[src/hdl/pmc_pkg.sv]
/*
  Package for the packet handler and mode controller: register indices,
  field positions, reset values, mode codes and timing constants.
  Assumes a 125 MHz core clock.
*/
package pmc_pkg;
  // Register indices on the plain register port
  localparam logic [3:0] ADDR_FIFO_SIZE_THRESHOLD = 4'h0;
  localparam logic [3:0] ADDR_PAYLOAD_LENGTH = 4'h1;
  localparam logic [3:0] ADDR_NODE_ADDRESS = 4'h2;
  localparam logic [3:0] ADDR_PACKET_FORMAT = 4'h3;
  localparam logic [3:0] ADDR_CRC_FILTER_ACCESS = 4'h4;
  localparam logic [3:0] ADDR_OPERATING_MODE = 4'h5;
  localparam logic [3:0] ADDR_STATUS = 4'h6;
  localparam logic [3:0] ADDR_FIFO_DATA = 4'h7;

  // Reset values
  localparam logic [7:0] RST_FIFO_SIZE_THRESHOLD = 8'h0f;
  localparam logic [7:0] RST_PAYLOAD_LENGTH = 8'h0f;
  localparam logic [7:0] RST_NODE_ADDRESS = 8'h00;
  localparam logic [7:0] RST_PACKET_FORMAT = 8'h00;
  localparam logic [7:0] RST_CRC_FILTER_ACCESS = 8'h00;
  localparam logic [7:0] RST_OPERATING_MODE = 8'h20;

  // Field positions
  localparam int FIFO_SIZE_HI = 7;
  localparam int FIFO_SIZE_LO = 6;
  localparam int THRESH_HI = 5;
  localparam int MANCHESTER_BIT = 7;
  localparam int LENGTH_HI = 6;
  localparam int FORMAT_VAR_BIT = 7;
  localparam int PREAMBLE_HI = 6;
  localparam int PREAMBLE_LO = 5;
  localparam int SCRAMBLE_BIT = 4;
  localparam int CRC_EN_BIT = 3;
  localparam int ADDR_FILT_HI = 2;
  localparam int ADDR_FILT_LO = 1;
  localparam int CRC_OK_BIT = 0;
  localparam int CRC_KEEP_BIT = 7;
  localparam int FIFO_READ_BIT = 6;
  localparam int MODE_HI = 7;
  localparam int MODE_LO = 5;
  localparam int IRQA_SEL_HI = 7;
  localparam int IRQA_SEL_LO = 6;

  // Operating mode codes
  localparam logic [2:0] MODE_SLEEP = 3'h0;
  localparam logic [2:0] MODE_STANDBY = 3'h1;
  localparam logic [2:0] MODE_SYNTH = 3'h2;
  localparam logic [2:0] MODE_RECEIVE = 3'h3;
  localparam logic [2:0] MODE_TRANSMIT = 3'h4;

  // Address filter codes
  localparam logic [1:0] FILT_NONE = 2'h0;
  localparam logic [1:0] FILT_NODE = 2'h1;
  localparam logic [1:0] FILT_NODE_00 = 2'h2;
  localparam logic [1:0] FILT_NODE_00_ff = 2'h3;
  localparam logic [7:0] BCAST_ZERO = 8'h00;
  localparam logic [7:0] BCAST_ONES = 8'hff;

  // FIFO geometry: capacity is (size code + 1) * 16 bytes
  localparam int FIFO_DEPTH = 64;
  localparam logic [6:0] FIFO_STEP = 7'h10;

  // Timing
  localparam int CLK_MHZ = 125;
  localparam int XTAL_START_US = 5000;
  localparam int PLL_LOCK_US = 500;
  localparam int XTAL_START_CYC = XTAL_START_US * CLK_MHZ;
  localparam int PLL_LOCK_CYC = PLL_LOCK_US * CLK_MHZ;
endpackage

[src/hdl/pmc_sync.sv]
/*
  Two-flop synchroniser for single-bit levels from outside the clock domain.
  Assumes an asynchronous active-low reset already synchronised.
*/
`timescale 1ns/1ps
module pmc_sync
(
  input wire logic clk, // Core clock
  input wire logic rst_n, // Active-low reset
  input wire logic din, // Asynchronous level
  output logic dout // Synchronised level
);
  logic meta;

  // First flop feeds only the second one
  always_ff @(posedge clk or negedge rst_n)
  begin
    if (!rst_n)
    begin
      meta <= 1'b0;
      dout <= 1'b0;
    end
    else
    begin
      meta <= din;
      dout <= meta;
    end
  end
endmodule

[src/hdl/pmc_packet_handler.sv]
/*
  Packet handler and operating mode controller: register file, 64-byte
  FIFO, threshold flags, receive filters and mode timing.
  Assumes a serial link from the demodulator clocked by link_clk (sampled
  here, not a second domain) and a host on the plain register port.
*/
// Function
// - Threshold equals six-bit field plus one
// - Receive threshold flag when count at/above
// - Transmit threshold flag when count at/below
// - Manchester coding enabled by payload bit 7
// - Length field: fixed size or maximum; code uses it only as the variable-format maximum
// - Variable format drops overlong length byte
// - Eight-bit node address register
// - Format bit 7 selects variable length
// - Preamble code gives one to four bytes
// - Format bit 4 enables scrambling
// - Format bit 3 enables CRC
// - Address filter modes accept node/broadcasts
// - Format bit 0 reports last CRC good
// - CRC error clears FIFO unless kept
// - Standby access bit selects write/read
// - Not-empty and full indications provided
// - Three-bit mode field decode
// - Crystal running within 5 ms
// - PLL lock within 0.5 ms, output
// - Sleep disables buffered clock output
// - FIFO size code selects 16..64 bytes
// - First interrupt select routes four sources
`timescale 1ns/1ps
module pmc_packet_handler
(
  input wire logic clk, // Core clock, 125 MHz
  input wire logic resetn, // Asynchronous active-low reset
  input wire logic [3:0] reg_addr, // Register index
  input wire logic [7:0] reg_wdata, // Write data
  input wire logic reg_wr, // Write strobe
  input wire logic reg_rd, // Read strobe
  output logic [7:0] reg_rdata, // Read data, cycle after strobe
  input wire logic link_clk, // Received bit clock from demodulator
  input wire logic link_data, // Received bit, MSB first
  input wire logic link_frame, // High across a received packet
  input wire logic link_crc_ok, // CRC verdict at end of frame
  input wire logic ref_clk_in, // Buffered clock source
  output logic clk_out, // Buffered clock to host, gated in sleep
  output logic pll_lock, // PLL lock status
  output logic xtal_ready, // Crystal oscillator running
  output logic rx_thresh_irq, // Receive threshold level
  output logic tx_thresh_irq, // Transmit threshold level
  output logic queue_not_empty_n, // Low when FIFO empty
  output logic queue_full_flag, // FIFO holds its capacity
  output logic host_irq_a, // First interrupt line
  output logic manchester_en, // Manchester coding enable
  output logic scramble_en, // Scrambling enable
  output logic crc_en, // CRC enable
  output logic [2:0] preamble_bytes, // Preamble length minus one
  output logic [2:0] op_mode // Decoded operating mode code
);
  logic rst_s1;
  logic rst_n;
  logic [7:0] fifo_size_threshold;
  logic [7:0] payload_length_config;
  logic [7:0] node_address_config;
  logic [7:0] packet_format_config;
  logic [7:0] crc_filter_fifo_access;
  logic [7:0] operating_mode_config;
  logic [7:0] irq_route_config;
  logic crc_good;
  logic [7:0] mem [0:pmc_pkg::FIFO_DEPTH-1];
  logic [5:0] wr_ptr;
  logic [5:0] rd_ptr;
  logic [6:0] count;
  logic [6:0] capacity;
  logic [6:0] threshold;
  logic lclk_s;
  logic ldat_s;
  logic lfrm_s;
  logic lcrc_s;
  logic lclk_d;
  logic lfrm_d;
  logic bit_tick;
  logic frame_end;
  logic [7:0] shreg;
  logic [2:0] bitcnt;
  logic [7:0] byte_idx;
  logic drop;
  logic byte_done;
  logic [7:0] rx_byte;
  logic rx_push;
  logic host_push;
  logic host_pop;
  logic fifo_clear;
  logic addr_ok;
  logic len_ok;
  logic data_rdy;
  logic byte_pulse;
  logic [2:0] prev_mode;
  logic [31:0] timer;

  // Reset released through two flops
  always_ff @(posedge clk or negedge resetn)
  begin
    if (!resetn)
    begin
      rst_s1 <= 1'b0;
      rst_n <= 1'b0;
    end
    else
    begin
      rst_s1 <= 1'b1;
      rst_n <= rst_s1;
    end
  end

  // Link pins come from another domain
  pmc_sync u_sync_clk (.clk(clk), .rst_n(rst_n), .din(link_clk), .dout(lclk_s));
  pmc_sync u_sync_dat (.clk(clk), .rst_n(rst_n), .din(link_data), .dout(ldat_s));
  pmc_sync u_sync_frm (.clk(clk), .rst_n(rst_n), .din(link_frame), .dout(lfrm_s));
  pmc_sync u_sync_crc (.clk(clk), .rst_n(rst_n), .din(link_crc_ok), .dout(lcrc_s));

  // Configuration registers; CRC result bit is hardware-owned
  always_ff @(posedge clk or negedge rst_n)
  begin
    if (!rst_n)
    begin
      fifo_size_threshold <= pmc_pkg::RST_FIFO_SIZE_THRESHOLD;
      payload_length_config <= pmc_pkg::RST_PAYLOAD_LENGTH;
      node_address_config <= pmc_pkg::RST_NODE_ADDRESS;
      packet_format_config <= pmc_pkg::RST_PACKET_FORMAT;
      crc_filter_fifo_access <= pmc_pkg::RST_CRC_FILTER_ACCESS;
      operating_mode_config <= pmc_pkg::RST_OPERATING_MODE;
      irq_route_config <= 8'h00;
    end
    else if (reg_wr)
    begin
      unique case (reg_addr)
        pmc_pkg::ADDR_FIFO_SIZE_THRESHOLD: fifo_size_threshold <= reg_wdata;
        pmc_pkg::ADDR_PAYLOAD_LENGTH: payload_length_config <= reg_wdata;
        pmc_pkg::ADDR_NODE_ADDRESS: node_address_config <= reg_wdata;
        pmc_pkg::ADDR_PACKET_FORMAT: packet_format_config <= reg_wdata;
        pmc_pkg::ADDR_CRC_FILTER_ACCESS: crc_filter_fifo_access <= reg_wdata;
        pmc_pkg::ADDR_OPERATING_MODE: operating_mode_config <= reg_wdata;
        pmc_pkg::ADDR_STATUS: irq_route_config <= reg_wdata;
        default: ;
      endcase
    end
  end

  // Mode-facing configuration outputs
  assign manchester_en = payload_length_config[pmc_pkg::MANCHESTER_BIT];
  assign scramble_en = packet_format_config[pmc_pkg::SCRAMBLE_BIT];
  assign crc_en = packet_format_config[pmc_pkg::CRC_EN_BIT];
  // Code 00..11 means one to four bytes; output is bytes minus one
  assign preamble_bytes = {1'b0, packet_format_config[pmc_pkg::PREAMBLE_HI:pmc_pkg::PREAMBLE_LO]};
  assign op_mode = operating_mode_config[pmc_pkg::MODE_HI:pmc_pkg::MODE_LO];

  // Capacity and threshold
  assign capacity = 7'(({5'h0, fifo_size_threshold[pmc_pkg::FIFO_SIZE_HI:pmc_pkg::FIFO_SIZE_LO]} + 7'h1)
                       * pmc_pkg::FIFO_STEP);
  assign threshold = {1'b0, fifo_size_threshold[pmc_pkg::THRESH_HI:0]} + 7'h1;

  // Link edge detection on synchronised copies
  always_ff @(posedge clk or negedge rst_n)
  begin
    if (!rst_n)
    begin
      lclk_d <= 1'b0;
      lfrm_d <= 1'b0;
    end
    else
    begin
      lclk_d <= lclk_s;
      lfrm_d <= lfrm_s;
    end
  end
  assign bit_tick = lclk_s & ~lclk_d & lfrm_s & (op_mode == pmc_pkg::MODE_RECEIVE);
  assign frame_end = lfrm_d & ~lfrm_s & (op_mode == pmc_pkg::MODE_RECEIVE);

  // Byte assembly and packet acceptance
  always_ff @(posedge clk or negedge rst_n)
  begin
    if (!rst_n)
    begin
      shreg <= 8'h00;
      bitcnt <= 3'h0;
      byte_idx <= 8'h00;
      drop <= 1'b0;
    end
    else if (!lfrm_s)
    begin
      bitcnt <= 3'h0;
      byte_idx <= 8'h00;
      drop <= 1'b0;
    end
    else if (bit_tick)
    begin
      shreg <= {shreg[6:0], ldat_s};
      bitcnt <= bitcnt + 3'h1;
      if (bitcnt == 3'h7)
      begin
        byte_idx <= byte_idx + 8'h1;
        if (!addr_ok || !len_ok)
          drop <= 1'b1;
      end
    end
  end
  assign byte_done = bit_tick & (bitcnt == 3'h7);
  assign rx_byte = {shreg[6:0], ldat_s};

  // Variable format: byte 0 is length, byte 1 address; fixed: byte 0 address
  always_comb
  begin
    len_ok = 1'b1;
    addr_ok = 1'b1;
    if (packet_format_config[pmc_pkg::FORMAT_VAR_BIT] && byte_idx == 8'h00)
      len_ok = rx_byte[6:0] <= payload_length_config[pmc_pkg::LENGTH_HI:0] && !rx_byte[7];
    if (byte_idx == {7'h0, packet_format_config[pmc_pkg::FORMAT_VAR_BIT]})
    begin
      unique case (packet_format_config[pmc_pkg::ADDR_FILT_HI:pmc_pkg::ADDR_FILT_LO])
        pmc_pkg::FILT_NONE: addr_ok = 1'b1;
        pmc_pkg::FILT_NODE: addr_ok = rx_byte == node_address_config;
        pmc_pkg::FILT_NODE_00: addr_ok = rx_byte == node_address_config || rx_byte == pmc_pkg::BCAST_ZERO;
        pmc_pkg::FILT_NODE_00_ff: addr_ok = rx_byte == node_address_config || rx_byte == pmc_pkg::BCAST_ZERO
                                            || rx_byte == pmc_pkg::BCAST_ONES;
      endcase
    end
  end

  // FIFO traffic; dropped packets stop filling and get flushed
  assign rx_push = byte_done & ~drop & addr_ok & len_ok & (count < capacity);
  assign host_push = reg_wr & (reg_addr == pmc_pkg::ADDR_FIFO_DATA) & (count < capacity)
                     & (op_mode == pmc_pkg::MODE_STANDBY) & ~crc_filter_fifo_access[pmc_pkg::FIFO_READ_BIT];
  assign host_pop = reg_rd & (reg_addr == pmc_pkg::ADDR_FIFO_DATA) & (count != 7'h0)
                    & (op_mode == pmc_pkg::MODE_STANDBY) & crc_filter_fifo_access[pmc_pkg::FIFO_READ_BIT];
  assign fifo_clear = frame_end & (drop | (crc_en & ~lcrc_s & ~crc_filter_fifo_access[pmc_pkg::CRC_KEEP_BIT]));

  // Byte storage addressed by write pointer
  always_ff @(posedge clk)
  begin
    if (rx_push)
      mem[wr_ptr] <= rx_byte;
    else if (host_push)
      mem[wr_ptr] <= reg_wdata;
  end

  // Pointers and occupancy
  always_ff @(posedge clk or negedge rst_n)
  begin
    if (!rst_n)
    begin
      wr_ptr <= 6'h0;
      rd_ptr <= 6'h0;
      count <= 7'h0;
    end
    else if (fifo_clear)
    begin
      wr_ptr <= 6'h0;
      rd_ptr <= 6'h0;
      count <= 7'h0;
    end
    else
    begin
      if (rx_push || host_push)
        wr_ptr <= wr_ptr + 6'h1;
      if (host_pop)
        rd_ptr <= rd_ptr + 6'h1;
      count <= count + 7'((rx_push || host_push) ? 1 : 0) - 7'(host_pop ? 1 : 0);
    end
  end

  // CRC result and data-ready; new verdict wins over a same-cycle clear
  always_ff @(posedge clk or negedge rst_n)
  begin
    if (!rst_n)
    begin
      crc_good <= 1'b0;
      data_rdy <= 1'b0;
      byte_pulse <= 1'b0;
    end
    else
    begin
      byte_pulse <= rx_push;
      if (frame_end && crc_en)
        crc_good <= lcrc_s;
      if (frame_end && !drop && (!crc_en || lcrc_s))
        data_rdy <= 1'b1;
      else if (op_mode != pmc_pkg::MODE_RECEIVE)
        data_rdy <= 1'b0;
    end
  end

  // Level flags recomputed every cycle
  assign rx_thresh_irq = (op_mode == pmc_pkg::MODE_RECEIVE) && (count >= threshold);
  assign tx_thresh_irq = count <= threshold;
  assign queue_not_empty_n = count != 7'h0;
  assign queue_full_flag = count >= capacity;

  // First interrupt line routing in receive
  always_comb
  begin
    unique case (irq_route_config[pmc_pkg::IRQA_SEL_HI:pmc_pkg::IRQA_SEL_LO])
      2'h0: host_irq_a = data_rdy;
      2'h1: host_irq_a = byte_pulse;
      2'h2: host_irq_a = queue_not_empty_n;
      2'h3: host_irq_a = lfrm_s & ~drop;
    endcase
  end

  // Mode transition timing; a fresh mode restarts the timer
  always_ff @(posedge clk or negedge rst_n)
  begin
    if (!rst_n)
    begin
      prev_mode <= pmc_pkg::MODE_STANDBY;
      timer <= 32'h0;
      xtal_ready <= 1'b0;
      pll_lock <= 1'b0;
    end
    else
    begin
      prev_mode <= op_mode;
      if (op_mode != prev_mode)
        timer <= 32'h0;
      else if (timer != 32'hffffffff)
        timer <= timer + 32'h1;
      if (op_mode == pmc_pkg::MODE_SLEEP)
        xtal_ready <= 1'b0;
      else if (!xtal_ready && timer >= 32'(pmc_pkg::XTAL_START_CYC - 1))
        xtal_ready <= 1'b1;
      if (op_mode == pmc_pkg::MODE_SLEEP || op_mode == pmc_pkg::MODE_STANDBY)
        pll_lock <= 1'b0;
      else if (xtal_ready && timer >= 32'(pmc_pkg::PLL_LOCK_CYC - 1))
        pll_lock <= 1'b1;
    end
  end

  // Clock gated off in sleep; host may lose its clock here
  assign clk_out = ref_clk_in & (op_mode != pmc_pkg::MODE_SLEEP);

  // Register read port, data one cycle after strobe
  always_ff @(posedge clk or negedge rst_n)
  begin
    if (!rst_n)
      reg_rdata <= 8'h00;
    else if (reg_rd)
    begin
      unique case (reg_addr)
        pmc_pkg::ADDR_FIFO_SIZE_THRESHOLD: reg_rdata <= fifo_size_threshold;
        pmc_pkg::ADDR_PAYLOAD_LENGTH: reg_rdata <= payload_length_config;
        pmc_pkg::ADDR_NODE_ADDRESS: reg_rdata <= node_address_config;
        pmc_pkg::ADDR_PACKET_FORMAT: reg_rdata <= {packet_format_config[7:1], crc_good};
        pmc_pkg::ADDR_CRC_FILTER_ACCESS: reg_rdata <= crc_filter_fifo_access;
        pmc_pkg::ADDR_OPERATING_MODE: reg_rdata <= operating_mode_config;
        pmc_pkg::ADDR_STATUS: reg_rdata <= irq_route_config;
        pmc_pkg::ADDR_FIFO_DATA: reg_rdata <= host_pop ? mem[rd_ptr] : 8'h00;
        default: reg_rdata <= {1'b0, count}; // Unmapped indices show occupancy
      endcase
    end
  end

  // Threshold flag tracks occupancy in the same cycle
  a_rx_thresh_level: assert property (@(posedge clk) disable iff (!rst_n)
    (op_mode == pmc_pkg::MODE_RECEIVE && count >= threshold) |-> rx_thresh_irq)
    else $error("rx threshold flag missing");
  a_tx_thresh_level: assert property (@(posedge clk) disable iff (!rst_n)
    (count == threshold + 7'h1) |-> !tx_thresh_irq)
    else $error("tx threshold flag above threshold");
  a_thresh_plus_one: assert property (@(posedge clk) disable iff (!rst_n)
    threshold == {1'b0, fifo_size_threshold[5:0]} + 7'h1)
    else $error("threshold not field plus one");
  a_crc_clear_fifo: assert property (@(posedge clk) disable iff (!rst_n)
    (frame_end && crc_en && !lcrc_s && !crc_filter_fifo_access[7]) |=> count == 7'h0)
    else $error("fifo not cleared on crc error");
  a_crc_result_bit: assert property (@(posedge clk) disable iff (!rst_n)
    (frame_end && crc_en) |=> crc_good == $past(lcrc_s))
    else $error("crc result not recorded");
  a_sleep_clk_off: assert property (@(posedge clk) disable iff (!rst_n)
    (op_mode == pmc_pkg::MODE_SLEEP) |-> !clk_out)
    else $error("clock out active in sleep");
  a_read_blocks_wr: assert property (@(posedge clk) disable iff (!rst_n)
    (crc_filter_fifo_access[6] && !rx_push && !host_pop && !fifo_clear) |=> count == $past(count))
    else $error("fifo written while read selected");
  a_full_flag: assert property (@(posedge clk) disable iff (!rst_n)
    queue_full_flag |=> count <= $past(count))
    else $error("full fifo still filled");
  a_sleep_no_lock: assert property (@(posedge clk) disable iff (!rst_n)
    (op_mode == pmc_pkg::MODE_SLEEP) |=> !xtal_ready && !pll_lock)
    else $error("oscillator flags in sleep");
endmodule

[config.mk]
export PLATFORM = sky130hd
export DESIGN_NAME = pmc_packet_handler
export DESIGN_NICKNAME = d
export VERILOG_FILES = /design/src/hdl/pmc_pkg.sv /design/src/hdl/pmc_sync.sv /design/src/hdl/pmc_packet_handler.sv
export SDC_FILE = /design/constraint.sdc
export NUM_CORES = 1
export LEC_CHECK = 0
export ABC_CLOCK_PERIOD_IN_PS = 12000
export BUFFER_PORTS_ARGS = -buffer_cell sky130_fd_sc_hd__buf_2
export CORE_UTILIZATION = 60
export CTS_CLUSTER_DIAMETER = 150
export DETAILED_ROUTE_END_ITERATION = 6
export PLACE_DENSITY = 0.8
export SYNTH_ARGS = -nofsm -noshare
export SYNTH_HDL_FRONTEND = slang
export SYNTH_SLANG_ARGS = --single-unit
[constraint.sdc]
create_clock -name clk -period 12 [get_ports clk]
set_clock_uncertainty 0.15 [all_clocks]
set_input_delay 0.6 -clock clk [delete_from_list [all_inputs] [get_ports clk]]
set_output_delay 0.6 -clock clk [all_outputs]
set_load 0.005 [all_outputs]
==> results of run 1 <==
==> power breakdown <==
group	internal (uW)	leakage [uW]	switching, uW
clock	1290	0.00112	893
sequential	2560	0.00670	105
combinational	227	0.00300	272
total	4070	0.0108	1270
==> layout make-up <==
| class | instances | area (um^2) |
|---|---|---|
| fillers | 2991 | 15000 |
| inverters | 36 | 138 |
| flip-flops and latches | 665 | 19200 |
| well taps | 607 | 759 |
| clock buffers | 90 | 1910 |
| repair buffers | 81 | 510 |
| multi-input cells | 917 | 8450 |
| clock inverters | 37 | 413 |
==> cell usage after synthesis, drive strengths merged, types with 7 or more instances <==
library cell	instances	share of area [%]
edfxtp	512	54
dfrtp	143	13
mux4	132	11
nor2	127	1.7
mux2	76	3.0
nand2	67	0.90
buf	49	1.1
mux2i	43	1.5
nand3	43	0.81
nor3	41	0.84
o21ai	40	0.72
clkbuf	36	0.48
inv	36	0.49
ha	35	1.6
xnor2	35	1.1
a21oi	29	0.51
xor2	24	0.74
nor2b	20	0.44
a22oi	17	0.45
nand4	16	0.38
nor4	16	0.38
and2	14	0.31
o22ai	14	0.31
nand2b	12	0.27
a211oi	11	0.29
and3	11	0.24
dfstp	10	0.93
a31oi	9	0.20
nor3b	7	0.19
==> metal layers <==
metal	part of all wire, %	global-route usage (%)
met1	39	38.5
met2	48	45.2
met3	9.0	6.28
met4	3.8	11.3
met5	0	0
==> worst max-delay path, cell delays in order, from the launching register on <==
cell and delay [ns]:
dfrtp_1 0.47, nand3b_2 0.39, nor3_4 0.56, nand2_2 0.22, nor3_2 0.22, nand3_4 0.16, inv_4 0.20, nor2_4 0.13
ha_1 0.31, inv_1 0.04, ha_1 0.19, inv_1 0.09, fa_1 0.21, inv_1 0.06, a21oi_1 0.15, nor2_1 0.07
o21ai_0 0.28, a21oi_1 0.14, or3_1 0.35, a21oi_1 0.16
==> metrics by stage <==
stage	area, um^2	hold WS [ns]	std cells	total power [uW]	utilization (%)
2_1_floorplan	28200	0.154	1703	3030	-
3_3_place_gp	29000	0.185	2301	3170	62.5
3_5_place_dp	29000	0.186	2301	3200	62.5
4_1_cts	31400	0.137	2433	5360	67.6
5_1_grt	31400	0.170	2433	5500	67.6
6_report	31400	0.171	2433	5340	67.6
==> state kept, by name (all words and copies together) (netlist names), 3 cells and up <==
| register | count |
|---|---|
| node_address_config | 8 |
| mem | 512 |
| packet_format_config | 7 |
| fifo_size_threshold | 8 |
| bitcnt | 3 |
| shreg | 7 |
| reg_rdata | 8 |
| timer | 32 |
| count | 7 |
| wr_ptr | 6 |
| byte_idx | 8 |
| operating_mode_config | 8 |
| prev_mode | 3 |
| payload_length_config | 8 |
| rd_ptr | 6 |
| crc_filter_fifo_access | 8 |
| irq_route_config | 8 |
==> worst paths after layout <==
check / from / end / slack [ns] / cells past startpoint
worst min register to register: u_sync_frm.meta / u_sync_frm.dout / 0.20 / 0
max in group asynchronous: rst_n / timer[26] / 9.81 / 1
worst max register to register: operating_mode_config[7] / count[6] / 7.38 / 19
worst max-delay path: operating_mode_config[7] / count[6] / 7.38 / 19
worst min-delay path: resetn / rst_n / 0.17 / 2
min in group clk: u_sync_frm.meta / u_sync_frm.dout / 0.20 / 0
==> kinds of logic after synthesis <==
logic type / Yosys count
adders and majority gates: 36
xor gates and xnor gates: 59
buffers and inverters: 121
muxes: 251
DFF: 665
other: 2
and+or+nand+nor: 402
AOI/OAI and AO/OA: 167
==> qor.yml, run 1 <==
finalHoldViolCount: 0
async_flop_share_pct: 23.0
drive_gt1_share_pct: 23.6
grt_pass1_wl_um: 100000
clk_latency_ns: 0.60
clkTransAtPathRegs_ns: 0.06
timing.slew.headroom_pct: 8.50
via_count: 16200
portBuffers: 44
grt_usage_pct: 28.4
synth-seq-area-share_pct: 68.1
n_antenna_cell: 0
finalMaxSlewViolations: 0
drv_cap: 0
via_per_inst: 6.64
hold_buffers: 5
synth-xor-area-share_pct: 1.83
final_common_cell: "edfxtp_1"
ir_worst_vdd_mv: 0.116
cts-resized-gates: 0
dieArea_mm2: 0.0479
grt_overflow: 0
ant_nets: 0
ys_ff_latch: 665
layout.nets: 1827
postSynthNetCount: 1760
drc_errors: 0
drt_first_pass_iters: 6
netlist_area_mm2: 0.0282
final.period_utilization_pct: 38.5
clock_path_buffers: 3
pin_count: 46
hp-class: "primary input to async pin"
status: "complete, no violations"
grt_start_max_net_pins: 84
dieWidth_um: 219
cp-end-kind: "flop"
syn_avg_cell_area_um2: 16.6
leakage_uw: 0.0108
place.gp.congestion: 1.01
dominantRegCellSynth: "edfxtp_1"
p_per_area_mw_per_mm2: 170
worst-endpoint-required_ns: 12.37
synth_cells: 1703
synth-compound-area-share_pct: 4.04
crit_type: "flop to flop"
setup_ws_ns: 7.38
root_buffer: "clkbuf_16"
die_h_um: 219
htree_levels: 3
wl_per_cell_um: 27.1
final_cell_mix: "512 x edfxtp_1, 138 x dfrtp_1, 132 x mux4_2"
wl_um: 65900
synth_top_family_by_area: "multiplexers"
finalCriticalPeriod_ns: 4.62
core_area_mm2: 0.0465
initial_core_util_pct: 60.7
post_cts_buffers: 0
clock_sinks: 665
antenna_found_initial: 0
synthMuxAreaShare_pct: 15.1
drt_iter0_markers: 2068
synth_cell_type_count: 73
tns_ns: 0
arrival_ns: 4.99
synth_edf_count: 512
area_growth_pct: 11.3
fmax_mhz: 216
rsz0062_at_grt: "no"
dp_hpwl_um: 40000
ys.warnings.count: 0
cts_tree: "yes"
synth_simple_gate_area_share_pct: 7.24
final-setup-viol-count: 0
worst_slew_pin_slew_ns: 1.34
dp_slack_ns: 7.56
cp_max_fo: 17
cp-start-kind: "flop"
grt_pass1_vias: 16400
synth_adder_area_share_pct: 1.62
rows: 79
numCtsBuffers: 69
No activity file was read; power rests on OpenSTA's default activity.
==> run 2: changes to the inputs <==
--- a/config.mk
+++ b/config.mk
@@ -5,12 +5,12 @@
 export SDC_FILE = /design/constraint.sdc
 export NUM_CORES = 1
 export LEC_CHECK = 0
-export ABC_CLOCK_PERIOD_IN_PS = 12000
+export ABC_CLOCK_PERIOD_IN_PS = 4150
 export BUFFER_PORTS_ARGS = -buffer_cell sky130_fd_sc_hd__buf_2
-export CORE_UTILIZATION = 60
+export CORE_UTILIZATION = 57
 export CTS_CLUSTER_DIAMETER = 150
 export DETAILED_ROUTE_END_ITERATION = 6
-export PLACE_DENSITY = 0.8
+export PLACE_DENSITY = 0.79
 export SYNTH_ARGS = -nofsm -noshare
 export SYNTH_HDL_FRONTEND = slang
 export SYNTH_SLANG_ARGS = --single-unit
==> constraint.sdc (replaced) <==
create_clock -name clk -period 4.15 [get_ports clk]
set_clock_uncertainty 0.15 [all_clocks]
set_input_delay 0.2075 -clock clk [delete_from_list [all_inputs] [get_ports clk]]
set_output_delay 0.2075 -clock clk [all_outputs]
set_load 0.005 [all_outputs]
==> qor.yml, run 2 (synthesized netlist as in run 1, its figures left out) <==
core_area_mm2: 0.0488
dieWidth_um: 225
utilization_pct: 65.6
ir_worst_vdd_mv: 0.366
crit_type: "flop to flop"
dieArea_mm2: 0.0504
final_area_mm2: 0.0320
tns_ns: 0
wl_per_cell_um: 25.6
drive_gt1_share_pct: 26.2
hp-class: "primary input to flop"
r2r_end: "count[6]"
final-setup-viol-count: 0
layout.nets: 1913
cts_tree: "yes"
instances_no_fill: 2571
grt_start_max_net_pins: 79
via_count: 16200
status: "complete, no violations"
cp_max_fo: 4
drt_first_pass_iters: 7
wl_um: 65900
portBuffers: 44
htree_levels: 3
cp-end-kind: "flop"
drv_cap: 0
initial_core_util_pct: 57.8
arrival_ns: 4.32
final_common_cell: "edfxtp_1"
grt_overflow: 0
grt_usage_pct: 27.1
cts-resized-gates: 0
timing.slew.headroom_pct: 15.7
clock_sinks: 665
die_h_um: 225
clock_path_buffers: 3
final_cell_mix: "512 x edfxtp_1, 138 x dfrtp_1, 132 x mux4_2"
drt_iter0_markers: 1898
finalCriticalPeriod_ns: 3.95
reg2reg_from: "fifo_size_threshold[6]"
critPathCapture: "count[6]"
grt_pass1_wl_um: 101000
top_regs: "mem: 512 flops, timer: 32 flops"
fmax_mhz: 253
place_area_mm2: 0.0297
numCtsBuffers: 67
antenna_found_initial: 1
rows: 81
dp_hpwl_um: 41000
finalMaxSlewViolations: 0
worst-endpoint-required_ns: 4.52
regMostFlops: "mem"
r2r_slack_ns: 0.20
worst_slew_pin_slew_ns: 1.26
via_per_inst: 6.29
area_growth_pct: 13.5
clk_latency_ns: 0.60
ant_nets: 0
finalHoldViolCount: 0
largest_reg_flops: 512
cp-start-kind: "flop"
clkTransAtPathRegs_ns: 0.06
final.period_utilization_pct: 95.3
leakage_uw: 0.0112
p_per_area_mw_per_mm2: 469
place.gp.congestion: 0.970
crit_start: "fifo_size_threshold[6]"
n_antenna_cell: 0
place_inst: 2433
drc_errors: 0
ff2ff_path_depth: 22
root_buffer: "clkbuf_16"
grt_pass1_vias: 16400
pin_count: 46
-- run 2: cell count changes in the layout (fill, tap and decap cells not counted), sizes merged --
| cell | change |
|---|---|
| bufinv | -4 |
| clkinvlp | -4 |
| clkinv | -2 |
| clkbuf | +2 |
| inv | +1 |
| buf | +78 |
| dlygate4sd3 | +10 |
-- run 2: per-stage QoR --
| step | total power (uW) | setup WS, ns | hold slack, ns |
|---|---|---|---|
| finish | 15000 | 0.196 | 0.0750 |
| global route | 15500 | -0.0532 | 0.0865 |
| CTS | 15100 | 0.0670 | 0.0311 |
| detailed placement | 9270 | 0.149 | -0.156 |
| global placement | 9210 | 0.213 | -0.157 |
| floorplan | 8770 | 0.0418 | -0.238 |
-- run 2: layout make-up --
type | instances | area [um^2]
well taps | 664 | 831
inverters | 36 | 138
fillers | 3270 | 16800
clock inverters | 28 | 240
flip-flops and latches | 665 | 19200
clock buffers | 92 | 1870
multi-input cells | 917 | 8480
repair buffers | 169 | 1250
-- run 2: repair_timing --
action	4_1_cts	5_1_grt
endpoints found under the hold margin	68	0
setup endpoints to repair	0	1
buffers inserted	0	3
hold buffers	15	0
-- run 2: worst max-delay path: stages, from the launching register on --
cell	delay [ns]
dfrtp_1	0.41
ha_1	0.28
inv_1	0.04
ha_1	0.27
nor2b_1	0.13
o21ai_1	0.11
nand2b_1	0.13
nor3_2	0.22
nand3_4	0.13
inv_4	0.09
nor2_4	0.04
ha_1	0.27
inv_1	0.04
ha_1	0.18
inv_1	0.07
fa_1	0.20
inv_1	0.05
a21oi_1	0.16
nor2_1	0.07
o21ai_0	0.18
a21oi_1	0.12
or3_1	0.37
a21oi_1	0.15
-- run 2: how the worst min path moves through the flow --
stage	start	end	slack, ns	cells past startpoint
2_1_floorplan	resetn	rst_n	-0.24	0
3_3_place_gp	resetn	rst_s1	-0.16	1
3_5_place_dp	resetn	rst_s1	-0.16	1
4_1_cts	reg_addr[3]	reg_rdata[6]	0.03	4
5_1_grt	reg_addr[3]	reg_rdata[6]	0.09	4
6_report	reg_addr[3]	reg_rdata[6]	0.08	4
-- run 2: routing by layer --
| metal | GRT usage (%) | part of all wire [%] | wire length, um |
|---|---|---|---|
| met5 | 0 | 0.018 | 12 |
| met4 | 9.85 | 3.8 | 2500 |
| met3 | 5.94 | 8.5 | 5630 |
| met2 | 43.4 | 48 | 31800 |
| met1 | 36.8 | 39 | 26000 |
-- run 2: report_power, final --
group	internal [uW]	leakage, uW	switching (uW)	total [uW]
Sequential	7400	0.00673	290	7690
Clock	3360	0.00103	2460	5820
Combinational	708	0.00345	807	1520
==> run 3: changes to the inputs <==
--- a/config.mk
+++ b/config.mk
@@ -5,12 +5,13 @@
 export SDC_FILE = /design/constraint.sdc
 export NUM_CORES = 1
 export LEC_CHECK = 0
-export ABC_CLOCK_PERIOD_IN_PS = 4150
+export ABC_CLOCK_PERIOD_IN_PS = 3900
 export BUFFER_PORTS_ARGS = -buffer_cell sky130_fd_sc_hd__buf_2
-export CORE_UTILIZATION = 57
+export CORE_MARGIN = 1.5
+export CORE_UTILIZATION = 60
 export CTS_CLUSTER_DIAMETER = 150
 export DETAILED_ROUTE_END_ITERATION = 6
-export PLACE_DENSITY = 0.79
+export PLACE_DENSITY = 0.8
 export SYNTH_ARGS = -nofsm -noshare
 export SYNTH_HDL_FRONTEND = slang
 export SYNTH_SLANG_ARGS = --single-unit
==> constraint.sdc (replaced) <==
create_clock -name clk -period 3.9 [get_ports clk]
set_clock_uncertainty 0.15 [all_clocks]
set_input_delay 0.195 -clock clk [delete_from_list [all_inputs] [get_ports clk]]
set_output_delay 0.195 -clock clk [all_outputs]
set_load 0.005 [all_outputs]
==> qor.yml, run 3 (synthesized netlist as in run 1, its figures left out) <==
status: "complete, no violations"
slowest_delay_ns: 0.62
grt_usage_pct: 28.9
dp_slack_ns: 0.0105
p_int_uw: 12100
initial_core_util_pct: 60.7
clk_latency_ns: 0.60
n_antenna_cell: 0
top_regs: "mem: 512 flops, timer: 32 flops"
final.period_utilization_pct: 96.1
cts_tree: "yes"
cp_top_family: "simple AND/OR/NAND/NOR gates"
grt_pass1_wl_um: 102000
drive_gt1_share_pct: 27.3
finalHoldViolCount: 0
instances_no_fill: 2528
grt_start_max_net_pins: 118
htree_levels: 3
drt_iter0_markers: 2271
clkTransAtPathRegs_ns: 0.06
finalCriticalPeriod_ns: 3.75
dp_hpwl_um: 42200
cp-start-kind: "flop"
worst_slew_pin_slew_ns: 1.22
layout.nets: 1933
clkPwrFrac_pct: 37.8
pin_count: 46
regMostFlops: "mem"
p_seq_share_pct: 51.6
switching_power_uw: 3760
die_h_um: 220
power_frac_comb_pct: 10.6
numCtsBuffers: 68
worst-endpoint-required_ns: 4.04
ant_nets: 0
leakage_uw: 0.0113
path_buf_inv: 4
grt_pass1_vias: 16500
largest_reg_flops: 512
area_growth_pct: 13.5
dieWidth_um: 220
worst_path_max_delay_cell: "or4_1"
drt_first_pass_iters: 6
final_common_cell: "edfxtp_1"
setup_ws_ns: 0.151
arrival_ns: 3.89
root_buffer: "clkbuf_16"
grt_overflow: 0
rows: 79
place_inst: 2393
clock_sinks: 665
timing.slew.headroom_pct: 18.3
final-setup-viol-count: 0
clock_path_buffers: 3
p_per_area_mw_per_mm2: 494
drv_cap: 0
antenna_found_initial: 1
dieArea_mm2: 0.0483
tns_ns: 0
wl_um: 67200
drc_errors: 0
wl_per_cell_um: 26.6
cp-end-kind: "flop"
cp_max_fo: 8
ir_worst_vdd_mv: 0.419
finalMaxSlewViolations: 0
crit_type: "flop to flop"
cp_common_cell: "buf_4"
place.gp.congestion: 0.949
portBuffers: 44
via_count: 16400
path_cells: "ha_1 > inv_2 > ha_4 > nor2b_4 > o21ai_1 > nand2b_1 > buf_4 > or4_1 > buf_4 > a2111o_2 > nor2_1 > buf_4"
swShare_pct: 23.8
core_area_mm2: 0.0465
final_cell_mix: "512 x edfxtp_1, 138 x dfrtp_1, 132 x mux4_2"
hp-class: "primary input to flop"
fmax_mhz: 267
via_per_inst: 6.49
run 3: cell count changes in the layout (fill, tap and decap cells not counted), moves of 3 or more:
cell      previous run  this run
inv_1               35        32
a21oi_1             29        26
ha_1                35        32
inv_2                0         3
clkbuf_1            17        20
buf_4              106       127
a21oi_2              0         3
clkbuf_8             6         3
run 3: worst reg2reg max path, cell delays in order, from the launching register on:
cell and delay [ns]:
dfrtp_1 0.39, ha_1 0.31, inv_2 0.07, ha_4 0.20
nor2b_4 0.11, o21ai_1 0.12, nand2b_1 0.14, buf_4 0.17
or4_1 0.62, buf_4 0.22, a2111o_2 0.58, nor2_1 0.16
buf_4 0.21
run 3: what timing repair did:
item | 4_1_cts | 5_1_grt
hold endpoints to repair | 68 | 0
gates resized for setup | 2 | 13
setup endpoints to repair | 1 | 58
cloned | 0 | 0
setup buffers | 2 | 3
pin swaps | 1 | 14
hold buffers | 15 | 0
run 3: stage by stage:
stage	power [uW]	hold slack (ns)	util, %	instance area (um^2)
2_1_floorplan	9330	-0.251	-	28200
3_3_place_gp	9800	-0.167	64.1	29800
3_5_place_dp	9860	-0.168	64.1	29800
4_1_cts	15800	0.0484	68.8	32000
5_1_grt	16400	0.0835	68.9	32000
6_report	15800	0.0841	68.9	32000
run 3: area by class of cell:
class	instances	area, um^2
timing repair buffer	188	1360
clock inverter	24	188
tap	607	759
clock buffer	91	1820
multi-input combinational	917	8530
inverter	36	138
sequential	665	19200
fill	2972	14400
run 3: worst paths after layout:
kind	from	cells after the start	slack, ns	end
min	link_data	2	0.08	u_sync_dat.meta
min in group asynchronous	rst_n	0	0.12	byte_idx[6]
max in group asynchronous	rst_n	1	2.39	rd_ptr[1]
max reg2reg	fifo_size_threshold[7]	12	0.15	mem[1][3]
min reg2reg	rst_n	0	0.12	byte_idx[6]
max	fifo_size_threshold[7]	12	0.15	mem[1][3]
run 3: power groups by stage:
stage	combinational [uW]	sequential (uW)	clock, uW
finish	1680	8170	5990
global route	1850	8190	6320
CTS	1610	8160	6070
detailed placement	1560	8300	0
global placement	1510	8290	0
floorplan	1140	8190	0
run 3: metal layers:
| metal | global-route usage (%) | vias up | part of all wire, % | routed length, um |
|---|---|---|---|---|
| met5 | 0 | - | 0.021 | 14 |
| met4 | 10.7 | 2 | 3.6 | 2410 |
| met3 | 6.20 | 160 | 9.4 | 6340 |
| met2 | 46.1 | 906 | 48 | 32400 |
| met1 | 39.7 | 8335 | 39 | 26100 |
| li1 | - | 7005 | - | - |
